### src/rtl/dma_chan_pkg.sv
// Purpose: shared constants and types for the dma channel control and status block
// Assumes: 8-bit register port, one channel per instance
// Notes: offsets are register byte offsets within the channel window
package dma_chan_pkg;
	// register offsets
	localparam logic [7:0] OFF_STATE = 8'h00;
	localparam logic [7:0] OFF_ERROR = 8'h01;
	localparam logic [7:0] OFF_DEVICE = 8'h04;
	localparam logic [7:0] OFF_SETUP = 8'h05;
	localparam logic [7:0] OFF_STEP = 8'h06;
	localparam logic [7:0] OFF_RUN = 8'h07;

	// channel_state_flags bit positions
	localparam int B_OP_COMPLETE = 7;
	localparam int B_BLOCK_COMPLETE = 6;
	localparam int B_PERIPH_END = 5;
	localparam int B_ERROR = 4;
	localparam int B_ACTIVE = 3;
	localparam int B_LINE_FALL = 1;
	localparam int B_LINE_LEVEL = 0;

	// channel_run_control bit positions
	localparam int B_START = 7;
	localparam int B_CONTINUE = 6;
	localparam int B_HALT = 5;
	localparam int B_SOFT_ABORT = 4;
	localparam int B_IRQ_ENABLE = 3;

	// transfer_operation_setup fields
	localparam int B_DIR = 7;
	localparam int F_SIZE_LO = 4;
	localparam int F_CHAIN_LO = 2;
	localparam int F_REQ_LO = 0;
	// address_step_setup fields
	localparam int F_MEM_STEP_LO = 2;
	localparam int F_DEV_STEP_LO = 0;

	// field codes
	localparam logic [1:0] LINE_STATUS = 2'h0;
	localparam logic [1:0] LINE_STATUS_IRQ = 2'h1;
	localparam logic [1:0] LINE_START_PULSE = 2'h2;
	localparam logic [1:0] LINE_ABORT_IN = 2'h3;
	localparam logic [1:0] SIZE_BYTE = 2'h0;
	localparam logic [1:0] SIZE_WORD = 2'h1;
	localparam logic [1:0] SIZE_LONG = 2'h2;
	localparam logic [1:0] SIZE_RSVD = 2'h3;
	localparam logic [1:0] CHAIN_NONE = 2'h0;
	localparam logic [1:0] CHAIN_RSVD = 2'h1;
	localparam logic [1:0] REQ_AUTO_LIMITED = 2'h0;
	localparam logic [1:0] REQ_AUTO_FULL = 2'h1;
	localparam logic [1:0] REQ_EXTERNAL = 2'h2;
	localparam logic [1:0] REQ_FIRST_AUTO = 2'h3;
	localparam logic [1:0] STEP_HOLD = 2'h0;
	localparam logic [1:0] STEP_UP = 2'h1;
	localparam logic [1:0] STEP_DOWN = 2'h2;
	localparam logic [1:0] STEP_RSVD = 2'h3;

	// error codes
	localparam logic [4:0] ERR_NONE = 5'h00;
	localparam logic [4:0] ERR_CONFIG = 5'h01;
	localparam logic [4:0] ERR_TIMING = 5'h02;
	localparam logic [4:0] ERR_COUNT_MEM = 5'h0D;
	localparam logic [4:0] ERR_EXT_ABORT = 5'h10;
	localparam logic [4:0] ERR_SOFT_ABORT = 5'h11;

	// reset values
	localparam logic [7:0] RESET_REG = 8'h00;
	// default gap between rate-limited automatic requests, in clocks
	localparam int RATE_GAP_CLOCKS = 32;

	typedef enum {ST_IDLE, ST_RUN} chan_state_t;

	// one operand on its way to or from memory
	typedef struct packed {
		logic [23:0] addr;
		logic [31:0] data;
		logic [1:0] size;
	} mem_beat_t;
endpackage

### src/rtl/sync_two_flop.sv
// Purpose: two flip-flop synchroniser for pin inputs
// Assumes: inputs are asynchronous to clk_sys
// Notes: first stage is read only by the second stage
`timescale 1ns/1ps
module sync_two_flop #(
	parameter int W = 1,
	parameter logic [W-1:0] INIT = '0
) (
	input wire logic clk_sys,
	input wire logic rst_sync_b,
	input wire logic [W-1:0] pin_in,
	output logic [W-1:0] pin_sync
);
	logic [W-1:0] stage1;

	// metastability guard
	always_ff @(posedge clk_sys or negedge rst_sync_b) begin
		if (!rst_sync_b) begin
			stage1 <= INIT;
			pin_sync <= INIT;
		end else begin
			stage1 <= pin_in;
			pin_sync <= stage1;
		end
	end
endmodule

### src/rtl/two_entry_buffer.sv
// Purpose: two-entry valid/ready buffer in the operand path
// Assumes: single clock, same-cycle push and pop allowed
// Notes: in_ready drops only when both entries hold data
`timescale 1ns/1ps
module two_entry_buffer #(
	parameter int W = 58
) (
	input wire logic clk_sys,
	input wire logic rst_sync_b,
	input wire logic in_valid,
	output logic in_ready,
	input wire logic [W-1:0] in_data,
	output logic out_valid,
	input wire logic out_ready,
	output logic [W-1:0] out_data
);
	logic [W-1:0] slot [2];
	logic rd_ptr;
	logic wr_ptr;
	logic [1:0] fill;
	logic push;
	logic pop;

	assign in_ready = (fill != 2'h2);
	assign out_valid = (fill != 2'h0);
	assign out_data = slot[rd_ptr];
	assign push = in_valid && in_ready;
	assign pop = out_valid && out_ready;

	// storage and pointers
	always_ff @(posedge clk_sys or negedge rst_sync_b) begin
		if (!rst_sync_b) begin
			rd_ptr <= 1'b0;
			wr_ptr <= 1'b0;
			fill <= 2'h0;
			slot[0] <= '0;
			slot[1] <= '0;
		end else begin
			if (push) begin
				slot[wr_ptr] <= in_data;
				wr_ptr <= !wr_ptr;
			end
			if (pop)
				rd_ptr <= !rd_ptr;
			if (push && !pop)
				fill <= fill + 2'h1;
			else if (pop && !push)
				fill <= fill - 2'h1;
		end
	end
endmodule

### src/rtl/dma_channel_control_status.sv
// Purpose: control and status logic of one dma channel
// Assumes: 25 MHz clk_sys; peripheral pins asynchronous; 8-bit register port
// Notes: address and count start values come in on ports, not registers
// Notes on behaviour
// - line function: 00 status, 01 status with irq, 10 start pulse, 11 abort
// - line level bit mirrors the control line level and ignores writes
// - falling edge on the control line sets the line fall flag
// - direction 0 moves memory to peripheral, 1 peripheral to memory
// - operand size 00 byte, 01 word, 10 long; 11 reserved
// - chaining 00 none, 10 array, 11 linked; 01 reserved
// - requests: 00 paced auto, 01 full-rate auto, 10 external, 11 first auto
// - memory address holds, counts up or counts down per operand
// - device address steps likewise, only in memory-to-memory transfers
// - writing start as one activates the channel at once
// - start and continue bits cannot be cleared by writing zero
// - soft abort ends the operation and clears start and continue
// - halt suspends the channel; clearing halt resumes where it stopped
// - irq enable gates every channel interrupt
// - status flags set by hardware, cleared by writing one or reset
// - op complete set on every termination; cleared before next start
// - block complete on unchained continue; re-continue while set is timing error
// - error flag set with cause logged; clearing it clears the cause
// - active flag set from start until termination; ignores writes
// - periph end flag set when the peripheral ends the operation
// - counter decrements per operand; zero with no chain left completes
// - irq when enabled and op complete, block complete or irq-line fall
// - error codes: config, timing, count, external and soft abort
`timescale 1ns/1ps
module dma_channel_control_status #(
	parameter int COUNT_W = 16,
	parameter int ADDR_W = 24,
	parameter int RATE_GAP = dma_chan_pkg::RATE_GAP_CLOCKS
) (
	input wire logic clk_sys,
	input wire logic rst_b,
	input wire logic reg_cs,
	input wire logic reg_we,
	input wire logic [7:0] reg_addr,
	input wire logic [7:0] reg_wdata,
	output logic [7:0] reg_rdata,
	input wire logic periph_ctrl_line_in,
	output logic periph_ctrl_line_out,
	output logic periph_ctrl_line_oe,
	input wire logic periph_req_b,
	input wire logic periph_done_b,
	input wire logic [7:0] periph_rdata,
	output logic periph_ack_b,
	output logic [7:0] periph_wdata,
	input wire logic mem_in_valid,
	output logic mem_in_ready,
	input wire logic [31:0] mem_in_data,
	output logic mem_out_valid,
	input wire logic mem_out_ready,
	output dma_chan_pkg::mem_beat_t mem_out,
	output logic [ADDR_W-1:0] mem_addr,
	output logic [ADDR_W-1:0] dev_addr,
	output logic [COUNT_W-1:0] xfer_counter,
	input wire logic [COUNT_W-1:0] count_init,
	input wire logic [ADDR_W-1:0] mem_addr_init,
	input wire logic [ADDR_W-1:0] dev_addr_init,
	input wire logic [COUNT_W-1:0] base_count,
	input wire logic [ADDR_W-1:0] base_addr,
	input wire logic chain_last,
	output logic irq_req
);
	logic rst_meta_b;
	logic rst_sync_b;
	dma_chan_pkg::chan_state_t state;
	logic [7:0] setup_reg;
	logic [7:0] step_reg;
	logic [1:0] line_func;
	logic start_flag, continue_flag, halt_flag, soft_abort_flag, irq_enable;
	logic op_complete_flag, block_complete_flag, periph_end_flag, error_flag;
	logic line_fall_flag;
	logic [4:0] error_cause_reg;
	logic line_sync, line_prev, req_sync_b, req_prev_b, done_sync_b, done_prev_b;
	logic [7:0] rdata_sync;
	logic line_fall, req_fall, done_fall, req_pending, first_done;
	logic [$clog2(RATE_GAP+1)-1:0] gap_cnt;
	logic wr_any, wr_state, wr_run, start_req, start_bad, run_ok;
	logic abort_soft, abort_ext, periph_end, want, launch, block_end;
	logic cont_taken, chain_next, cont_clash, finish_ok, terminate, err_event;
	logic [4:0] err_code;
	logic dir;
	logic [1:0] size_sel, chain_sel, req_sel, mem_step_sel, dev_step_sel;
	logic [ADDR_W-1:0] step_amt;
	logic buf_in_valid, buf_in_ready, buf_out_valid, buf_out_ready;
	dma_chan_pkg::mem_beat_t buf_in_beat, buf_out_beat;

	// reset release through two flops; assertion stays asynchronous
	always_ff @(posedge clk_sys or negedge rst_b) begin
		if (!rst_b) begin
			rst_meta_b <= 1'b0;
			rst_sync_b <= 1'b0;
		end else begin
			rst_meta_b <= 1'b1;
			rst_sync_b <= rst_meta_b;
		end
	end

	// pins into the clock domain; idle level of the active-low lines is high
	sync_two_flop #(.W(3), .INIT(3'h7)) u_sync_ctl (
		.clk_sys(clk_sys),
		.rst_sync_b(rst_sync_b),
		.pin_in({periph_ctrl_line_in, periph_req_b, periph_done_b}),
		.pin_sync({line_sync, req_sync_b, done_sync_b})
	);
	sync_two_flop #(.W(8), .INIT(8'h00)) u_sync_data (
		.clk_sys(clk_sys),
		.rst_sync_b(rst_sync_b),
		.pin_in(periph_rdata),
		.pin_sync(rdata_sync)
	);

	// edge history of synchronised lines
	always_ff @(posedge clk_sys or negedge rst_sync_b) begin
		if (!rst_sync_b) begin
			line_prev <= 1'b1;
			req_prev_b <= 1'b1;
			done_prev_b <= 1'b1;
		end else begin
			line_prev <= line_sync;
			req_prev_b <= req_sync_b;
			done_prev_b <= done_sync_b;
		end
	end
	assign line_fall = line_prev && !line_sync;
	assign req_fall = req_prev_b && !req_sync_b;
	assign done_fall = done_prev_b && !done_sync_b;

	// field views
	assign dir = setup_reg[dma_chan_pkg::B_DIR];
	assign size_sel = setup_reg[dma_chan_pkg::F_SIZE_LO +: 2];
	assign chain_sel = setup_reg[dma_chan_pkg::F_CHAIN_LO +: 2];
	assign req_sel = setup_reg[dma_chan_pkg::F_REQ_LO +: 2];
	assign mem_step_sel = step_reg[dma_chan_pkg::F_MEM_STEP_LO +: 2];
	assign dev_step_sel = step_reg[dma_chan_pkg::F_DEV_STEP_LO +: 2];

	// register writes and the events they raise
	assign wr_any = reg_cs && reg_we;
	assign wr_state = wr_any && (reg_addr == dma_chan_pkg::OFF_STATE);
	assign wr_run = wr_any && (reg_addr == dma_chan_pkg::OFF_RUN);
	assign start_req = wr_run && reg_wdata[dma_chan_pkg::B_START] && (state == dma_chan_pkg::ST_IDLE);
	// reserved codes are refused at start, not silently run
	assign start_bad = (size_sel == dma_chan_pkg::SIZE_RSVD)
		|| (chain_sel == dma_chan_pkg::CHAIN_RSVD)
		|| (mem_step_sel == dma_chan_pkg::STEP_RSVD)
		|| (dev_step_sel == dma_chan_pkg::STEP_RSVD)
		|| op_complete_flag
		|| (count_init == '0);
	assign run_ok = start_req && !start_bad;
	assign abort_soft = wr_run && reg_wdata[dma_chan_pkg::B_SOFT_ABORT];
	assign abort_ext = (line_func == dma_chan_pkg::LINE_ABORT_IN) && line_fall;
	assign periph_end = done_fall;

	// request generation per operand
	always_comb begin
		case (req_sel)
			dma_chan_pkg::REQ_AUTO_LIMITED: want = (gap_cnt == '0);
			dma_chan_pkg::REQ_AUTO_FULL: want = 1'b1;
			dma_chan_pkg::REQ_EXTERNAL: want = req_pending;
			dma_chan_pkg::REQ_FIRST_AUTO: want = !first_done || req_pending;
			default: want = 1'b0;
		endcase
	end
	// halt only withholds launches, so counter and addresses stay where they stopped
	assign launch = (state == dma_chan_pkg::ST_RUN) && !halt_flag && !abort_soft && want
		&& (dir ? buf_in_ready : buf_out_valid);
	assign block_end = launch && (xfer_counter == COUNT_W'(1));
	assign cont_taken = block_end && (chain_sel == dma_chan_pkg::CHAIN_NONE) && continue_flag;
	assign chain_next = block_end && (chain_sel != dma_chan_pkg::CHAIN_NONE) && !chain_last;
	assign cont_clash = wr_run && reg_wdata[dma_chan_pkg::B_CONTINUE]
		&& (state == dma_chan_pkg::ST_RUN) && block_complete_flag;
	assign finish_ok = block_end && !cont_taken && !chain_next;

	// termination and its error cause, soft abort first
	always_comb begin
		err_event = 1'b1;
		err_code = dma_chan_pkg::ERR_NONE;
		if (abort_soft && (state == dma_chan_pkg::ST_RUN || start_req))
			err_code = dma_chan_pkg::ERR_SOFT_ABORT;
		else if (start_req && start_bad) begin
			if (op_complete_flag || block_complete_flag)
				err_code = dma_chan_pkg::ERR_TIMING;
			else if (count_init == '0)
				err_code = dma_chan_pkg::ERR_COUNT_MEM;
			else
				err_code = dma_chan_pkg::ERR_CONFIG;
		end else if (state == dma_chan_pkg::ST_RUN && abort_ext)
			err_code = dma_chan_pkg::ERR_EXT_ABORT;
		else if (cont_clash)
			err_code = dma_chan_pkg::ERR_TIMING;
		else
			err_event = 1'b0;
	end
	assign terminate = err_event
		|| ((state == dma_chan_pkg::ST_RUN) && (periph_end || finish_ok));

	// channel state
	always_ff @(posedge clk_sys or negedge rst_sync_b) begin
		if (!rst_sync_b)
			state <= dma_chan_pkg::ST_IDLE;
		else if (terminate)
			state <= dma_chan_pkg::ST_IDLE;
		else if (run_ok)
			state <= dma_chan_pkg::ST_RUN;
	end

	// setup registers written by software
	always_ff @(posedge clk_sys or negedge rst_sync_b) begin
		if (!rst_sync_b) begin
			setup_reg <= dma_chan_pkg::RESET_REG;
			step_reg <= dma_chan_pkg::RESET_REG;
			line_func <= dma_chan_pkg::LINE_STATUS;
		end else if (wr_any) begin
			if (reg_addr == dma_chan_pkg::OFF_SETUP)
				setup_reg <= reg_wdata & 8'hBF;
			if (reg_addr == dma_chan_pkg::OFF_STEP)
				step_reg <= reg_wdata & 8'h0F;
			if (reg_addr == dma_chan_pkg::OFF_DEVICE)
				line_func <= reg_wdata[1:0];
		end
	end

	// run control bits; zero writes never clear start or continue
	always_ff @(posedge clk_sys or negedge rst_sync_b) begin
		if (!rst_sync_b) begin
			start_flag <= 1'b0;
			continue_flag <= 1'b0;
			halt_flag <= 1'b0;
			soft_abort_flag <= 1'b0;
			irq_enable <= 1'b0;
		end else begin
			if (wr_run) begin
				halt_flag <= reg_wdata[dma_chan_pkg::B_HALT];
				soft_abort_flag <= reg_wdata[dma_chan_pkg::B_SOFT_ABORT];
				irq_enable <= reg_wdata[dma_chan_pkg::B_IRQ_ENABLE];
			end
			if (terminate) begin
				start_flag <= 1'b0;
				continue_flag <= 1'b0;
			end else begin
				if (run_ok)
					start_flag <= 1'b1;
				if (cont_taken)
					continue_flag <= 1'b0;
				else if (wr_run && reg_wdata[dma_chan_pkg::B_CONTINUE]
					&& (run_ok || state == dma_chan_pkg::ST_RUN))
					continue_flag <= 1'b1;
			end
		end
	end

	// sticky status: a set in the same cycle as a one-write wins
	always_ff @(posedge clk_sys or negedge rst_sync_b) begin
		if (!rst_sync_b) begin
			op_complete_flag <= 1'b0;
			block_complete_flag <= 1'b0;
			periph_end_flag <= 1'b0;
			error_flag <= 1'b0;
			line_fall_flag <= 1'b0;
			error_cause_reg <= dma_chan_pkg::ERR_NONE;
		end else begin
			if (terminate)
				op_complete_flag <= 1'b1;
			else if (wr_state && reg_wdata[dma_chan_pkg::B_OP_COMPLETE])
				op_complete_flag <= 1'b0;
			if (cont_taken)
				block_complete_flag <= 1'b1;
			else if (wr_state && reg_wdata[dma_chan_pkg::B_BLOCK_COMPLETE])
				block_complete_flag <= 1'b0;
			if (state == dma_chan_pkg::ST_RUN && periph_end && !err_event)
				periph_end_flag <= 1'b1;
			else if (wr_state && reg_wdata[dma_chan_pkg::B_PERIPH_END])
				periph_end_flag <= 1'b0;
			if (line_fall)
				line_fall_flag <= 1'b1;
			else if (wr_state && reg_wdata[dma_chan_pkg::B_LINE_FALL])
				line_fall_flag <= 1'b0;
			if (err_event) begin
				error_flag <= 1'b1;
				error_cause_reg <= err_code;
			end else if (wr_state && reg_wdata[dma_chan_pkg::B_ERROR]) begin
				error_flag <= 1'b0;
				error_cause_reg <= dma_chan_pkg::ERR_NONE;
			end
		end
	end

	// request pacing and external request capture
	always_ff @(posedge clk_sys or negedge rst_sync_b) begin
		if (!rst_sync_b) begin
			gap_cnt <= '0;
			req_pending <= 1'b0;
			first_done <= 1'b0;
		end else begin
			if (launch)
				gap_cnt <= ($clog2(RATE_GAP+1))'(RATE_GAP - 1);
			else if (gap_cnt != '0)
				gap_cnt <= gap_cnt - 1'b1;
			// a fall in the launch cycle is kept for the next operand
			if (req_fall)
				req_pending <= 1'b1;
			else if (launch)
				req_pending <= 1'b0;
			if (run_ok)
				first_done <= 1'b0;
			else if (launch)
				first_done <= 1'b1;
		end
	end

	// address step by operand size
	always_comb begin
		case (size_sel)
			dma_chan_pkg::SIZE_WORD: step_amt = ADDR_W'(2);
			dma_chan_pkg::SIZE_LONG: step_amt = ADDR_W'(4);
			default: step_amt = ADDR_W'(1);
		endcase
	end

	// counter and address sequencing
	always_ff @(posedge clk_sys or negedge rst_sync_b) begin
		if (!rst_sync_b) begin
			xfer_counter <= '0;
			mem_addr <= '0;
			dev_addr <= '0;
		end else if (run_ok) begin
			xfer_counter <= count_init;
			mem_addr <= mem_addr_init;
			dev_addr <= dev_addr_init;
		end else if (cont_taken || chain_next) begin
			xfer_counter <= base_count; // next block takes over
			mem_addr <= base_addr;
		end else if (launch) begin
			xfer_counter <= xfer_counter - 1'b1;
			if (mem_step_sel == dma_chan_pkg::STEP_UP)
				mem_addr <= mem_addr + step_amt;
			else if (mem_step_sel == dma_chan_pkg::STEP_DOWN)
				mem_addr <= mem_addr - step_amt;
			// device address moves only in memory-to-memory mode
			if (req_sel == dma_chan_pkg::REQ_AUTO_LIMITED
				|| req_sel == dma_chan_pkg::REQ_AUTO_FULL) begin
				if (dev_step_sel == dma_chan_pkg::STEP_UP)
					dev_addr <= dev_addr + step_amt;
				else if (dev_step_sel == dma_chan_pkg::STEP_DOWN)
					dev_addr <= dev_addr - step_amt;
			end
		end
	end

	// operand path through the buffer; direction picks filler and drainer
	always_comb begin
		buf_in_beat.addr = mem_addr;
		buf_in_beat.size = size_sel;
		if (dir) begin
			buf_in_beat.data = {24'h000000, rdata_sync};
			buf_in_valid = launch;
		end else begin
			buf_in_beat.data = mem_in_data;
			buf_in_valid = mem_in_valid && (state == dma_chan_pkg::ST_RUN);
		end
	end
	assign mem_in_ready = !dir && buf_in_ready && (state == dma_chan_pkg::ST_RUN);
	assign buf_out_ready = dir ? mem_out_ready : launch;
	assign mem_out_valid = dir && buf_out_valid;
	assign mem_out = buf_out_beat;

	two_entry_buffer #(.W($bits(dma_chan_pkg::mem_beat_t))) u_buf (
		.clk_sys(clk_sys),
		.rst_sync_b(rst_sync_b),
		.in_valid(buf_in_valid),
		.in_ready(buf_in_ready),
		.in_data(buf_in_beat),
		.out_valid(buf_out_valid),
		.out_ready(buf_out_ready),
		.out_data(buf_out_beat)
	);

	// peripheral acknowledge, start pulse and line drive
	always_ff @(posedge clk_sys or negedge rst_sync_b) begin
		if (!rst_sync_b) begin
			periph_ack_b <= 1'b1;
			periph_wdata <= 8'h00;
			periph_ctrl_line_out <= 1'b1;
			periph_ctrl_line_oe <= 1'b0;
		end else begin
			periph_ack_b <= !launch;
			if (launch && !dir)
				periph_wdata <= buf_out_beat.data[7:0];
			// a sub-cycle pulse is not possible, so the low pulse is one clock
			periph_ctrl_line_out <= !(run_ok && line_func == dma_chan_pkg::LINE_START_PULSE);
			periph_ctrl_line_oe <= (line_func == dma_chan_pkg::LINE_START_PULSE);
		end
	end

	// interrupt request, gated by enable
	always_ff @(posedge clk_sys or negedge rst_sync_b) begin
		if (!rst_sync_b)
			irq_req <= 1'b0;
		else
			irq_req <= irq_enable && (op_complete_flag || block_complete_flag
				|| (line_fall_flag && line_func == dma_chan_pkg::LINE_STATUS_IRQ));
	end

	// read data, one clock after the read
	always_ff @(posedge clk_sys or negedge rst_sync_b) begin
		if (!rst_sync_b)
			reg_rdata <= 8'h00;
		else if (reg_cs && !reg_we) begin
			case (reg_addr)
				dma_chan_pkg::OFF_STATE: reg_rdata <= {op_complete_flag, block_complete_flag,
					periph_end_flag, error_flag, state == dma_chan_pkg::ST_RUN, 1'b0,
					line_fall_flag, line_sync};
				dma_chan_pkg::OFF_ERROR: reg_rdata <= {3'h0, error_cause_reg};
				dma_chan_pkg::OFF_DEVICE: reg_rdata <= {6'h00, line_func};
				dma_chan_pkg::OFF_SETUP: reg_rdata <= setup_reg;
				dma_chan_pkg::OFF_STEP: reg_rdata <= step_reg;
				dma_chan_pkg::OFF_RUN: reg_rdata <= {start_flag, continue_flag, halt_flag,
					soft_abort_flag, irq_enable, 3'h0};
				default: reg_rdata <= 8'h00;
			endcase
		end
	end
endmodule

### config.mk
export PLATFORM = sky130hd
export DESIGN_NAME = dma_channel_control_status
export DESIGN_NICKNAME = d
export VERILOG_FILES = /design/src/rtl/dma_chan_pkg.sv /design/src/rtl/sync_two_flop.sv /design/src/rtl/two_entry_buffer.sv /design/src/rtl/dma_channel_control_status.sv
export SDC_FILE = /design/constraint.sdc
export NUM_CORES = 1
export LEC_CHECK = 0
export BUFFER_PORTS_ARGS = -buffer_cell sky130_fd_sc_hd__buf_2
export CAP_MARGIN = 20
export CORE_UTILIZATION = 59
export CTS_CLUSTER_DIAMETER = 150
export DETAILED_ROUTE_END_ITERATION = 8
export PLACE_DENSITY = 0.85
export SLEW_MARGIN = 20
export SYNTH_ARGS = -nofsm -noshare
export SYNTH_HDL_FRONTEND = slang
export SYNTH_SLANG_ARGS = --single-unit
### constraint.sdc
create_clock -name clk_sys -period 22.3 [get_ports clk_sys]
set_input_delay 4.46 -clock clk_sys [delete_from_list [all_inputs] [get_ports clk_sys]]
set_output_delay 4.46 -clock clk_sys [all_outputs]
set_load 0.02 [all_outputs]
==> impl_metrics.csv <==
group,metric,value,unit
run_status,status,"completed",
route,vias_per_cell,6.005,
setup_path,slowest_delay,900,ps
setup_path,path_cells,"buf_2, and3_1, nor4b_4, a21oi_2, a21boi_4, clkinv_2, nor2_4, or2_1, buf_4, nor3_1, a221o_1, a21o_1, a22o_1",
sta,fin_crit,7690,ps
floorplan,rows,56,
setup_path,crit_buf_inv,3,
synthesis,yosys.area_share.adder,0.05343,
synthesis,syn_inst,1448,
run,drv_cap,0,
synthesis,yosys.area.top_type_share,0.4453,
final_layout,largest_reg_flops,116,
synthesis,ys_types,74,
clocking,clk_path_buf_depth,3,
floorplan,ios,314,
setup_path,cpMaxStageDelayCell,"nor2_4",
synthesis,synth.yosys.warnings,0,
clocking,cts_setup_buffers,0,
route,drt_wl_total,39.32,mm
synthesis,ys_ff_latch,266,
setup_path,cp_max_fo,44,
synthesis,synth.most_common_cell,"dfrtp_1",
global_routing,antenna_found_initial,3,
synthesis,synth_compound_area_frac,0.1660,
final_layout,top_register,"u_buf.slot",
clocking,cts_resized,0,
synthesis,yosys-top-cells-area,"dfrtp_1 (45%), mux2_2 (10%), ha_1 (5.1%), nand2_1 (4.9%), o21ai_0 (4.6%)",
place,hpwlAfterDp,26.93,mm
sta,slew_violations,0,
sta,setup_viol,0,
clocking,cts_htree_levels,1,
synthesis,ys_seq_area_frac,0.4654,
global_routing,track_usage,0.3137,
clocking,cts_buffers,28,
clocking,cts-root-buf,"clkbuf_16",
floorplan,dieHeight,157.9,µm
clocking,cts-hold-fix-buffers,0,
sta,setup_ws,14610,ps
route,avgRoutedWirePerCell,19.19,µm
synthesis,synth_top_family_by_area,"compound AO/OA/AOI/OAI gates",
clocking,cts_sinks,266,
floorplan,start_util,0.6069,
setup_path,cp_top_family,"simple AND/OR/NAND/NOR gates",
global_routing,overflow,0,
final_layout,syn_to_final_growth,18.05,%
final_layout,final_util,0.7165,
global_routing,grt_pass1_wl,61.74,mm
setup_path,cp.arrival,8110,ps
pwr,leakage,0.008512,µW
floorplan,core-area,23610,µm²
final_layout,reg_top3,"u_buf.slot: 116 flops, dev_addr: 24 flops, mem_addr: 24 flops",
route,drtIter0Drc,955,
sta,worst_slew_pin_slew,1037,ps
final_layout,fillCellCount,1721,
route,route.detailed.drc,0,
place,gp_congestion,0.9417,
final_layout,finalNonFillerCells,2049,
sta,max_slew_margin,0.3067,
route,antenna_left,0,
synthesis,synth_xor_area_frac,0.02933,
pwr,ir_worst_vdd,0.00006327,V
sta,tns,0,ps
place,pre_cts_ws,14140,ps
clocking,clkSlewWorstSetupHoldPaths,60,ps
sta,period_share,0.3448,
setup_path,end_kind,"flop",
setup_path,critical_path_class,"input port to flop",
synthesis,synth_edf_count,0,
place,port_buffers,313,
sta,rsz0062_at_grt,"no",
route,vias,12310,
floorplan,dieWidth,157.9,µm
route,dr.pass1.iters,5,
clocking,tritoncts,"done",
global_routing,grt_pass1_vias,12160,
clocking,clk_latency,540,ps
synthesis,yosys.area_share.simple,0.1271,
setup_path,start_kind,"input port",
synthesis,ys.flop_type,"dfrtp_1",
synthesis,avgSynthCellArea,9.897,µm²
sta,fmax,0.1300,GHz
synthesis,synthesis.area,14330,µm²
final_layout,layout.nets,1937,
synthesis,async_reset_ff_frac,1.000,
sta,hold_violations,0,
place,post-place-cells,1996,
final_layout,drive_above_1_share,0.3042,
synthesis,synth_nets,1678,
sta,fin_skew,20.38,ps
setup_path,crit_required,22720,ps
floorplan,die_area,24920,µm²
pwr,pwr_density_cell,75.42,nW/µm²
synthesis,synth_mux_area_frac,0.1163,
synthesis,yosys-top-cells-count,"dfrtp_1 (255), nand2_1 (187), o21ai_0 (132), mux2_2 (128)",
hold_path,holdCritPathClass,"flop to flop",
synthesis,post-synth-top-area-cell,"dfrtp_1",
global_routing,grt_max_degree,94,
## layout by cell type, fill, tap and decap left out, types with 8 or more instances in the layout
master     count
xor2_1        21
clkbuf_16     29
nor2_1       112
nor4_1         9
dfstp_2       11
nand3_1       15
nor2b_1       11
a31oi_1       13
nor3_1        21
a22oi_1       12
mux2_2       128
xnor2_1       27
a21oi_1      112
dfrtp_1      253
buf_2        313
ha_1          58
nand2b_1      10
buf_4         10
mux2i_1       18
o21a_1         8
inv_1         30
and3_1        15
nand2_1      186
a21o_1        22
a221oi_1      29
o21ai_0      132
## layer usage
layer	track usage	wire length, µm	share of wire
met5	0	8	0.00020
met4	0.1262	1419	0.036
met3	0.07309	3554	0.090
met2	0.5148	18480	0.47
met1	0.4000	15860	0.40
## area by class of cell
type / count / area, µm² / share of cell area
timing repair buffer: 323 / 1642 / 0.09703
antenna: 1 / 2.502 / 0.0001479
inverter: 32 / 121.4 / 0.007174
sequential: 266 / 6675 / 0.3946
tap: 319 / 399.1 / 0.02359
clock buffer: 39 / 823.3 / 0.04866
clock inverter: 13 / 181.4 / 0.01072
multi-input combinational: 1056 / 7073 / 0.4181
## worst paths after layout
path,from,endpoint,slack [ps],cells after the start
max,reg_addr[1],xfer_counter[9],14610,13
min,rst_meta_b,rst_sync_b,350,0
max reg2reg,step_reg[0],dev_addr[20],17850,14
min reg2reg,rst_meta_b,rst_sync_b,350,0
max in group asynchronous,rst_b,rst_sync_b,18510,1
min in group asynchronous,rst_sync_b,xfer_counter[15],450,0
## metrics by stage
stage	hold WS, ps	cell area [µm²]	power (µW)
floorplan	331.2	14330	704.6
global placement	331.3	15910	770.2
detailed placement	339.5	15910	777.7
CTS	354.0	16920	1280
global route	360.2	16920	1331
finish	353.0	16920	1276
## cells by family after synthesis
logic type | after synthesis
other cells | 1
xor+xnor | 48
compound gates | 389
simple gates | 410
buf+inv | 126
flops | 266
fa+ha+maj | 60
mux | 148
## worst register-to-register path: cells and delay by family (launching register included)
kind / cells / cell delay [ps]
AOI/OAI and AO/OA: 7 / 2150
buffers and inverters: 1 / 640
and+or+nand+nor: 4 / 620
DFF: 1 / 460
adders and majority gates: 1 / 300
muxes: 1 / 210
## where the power goes
group | switching, µW | internal [µW]
Sequential | 30.4 | 514
Clock | 199 | 304
Combinational | 129 | 99.2
Power figures use the tool's default switching activity.
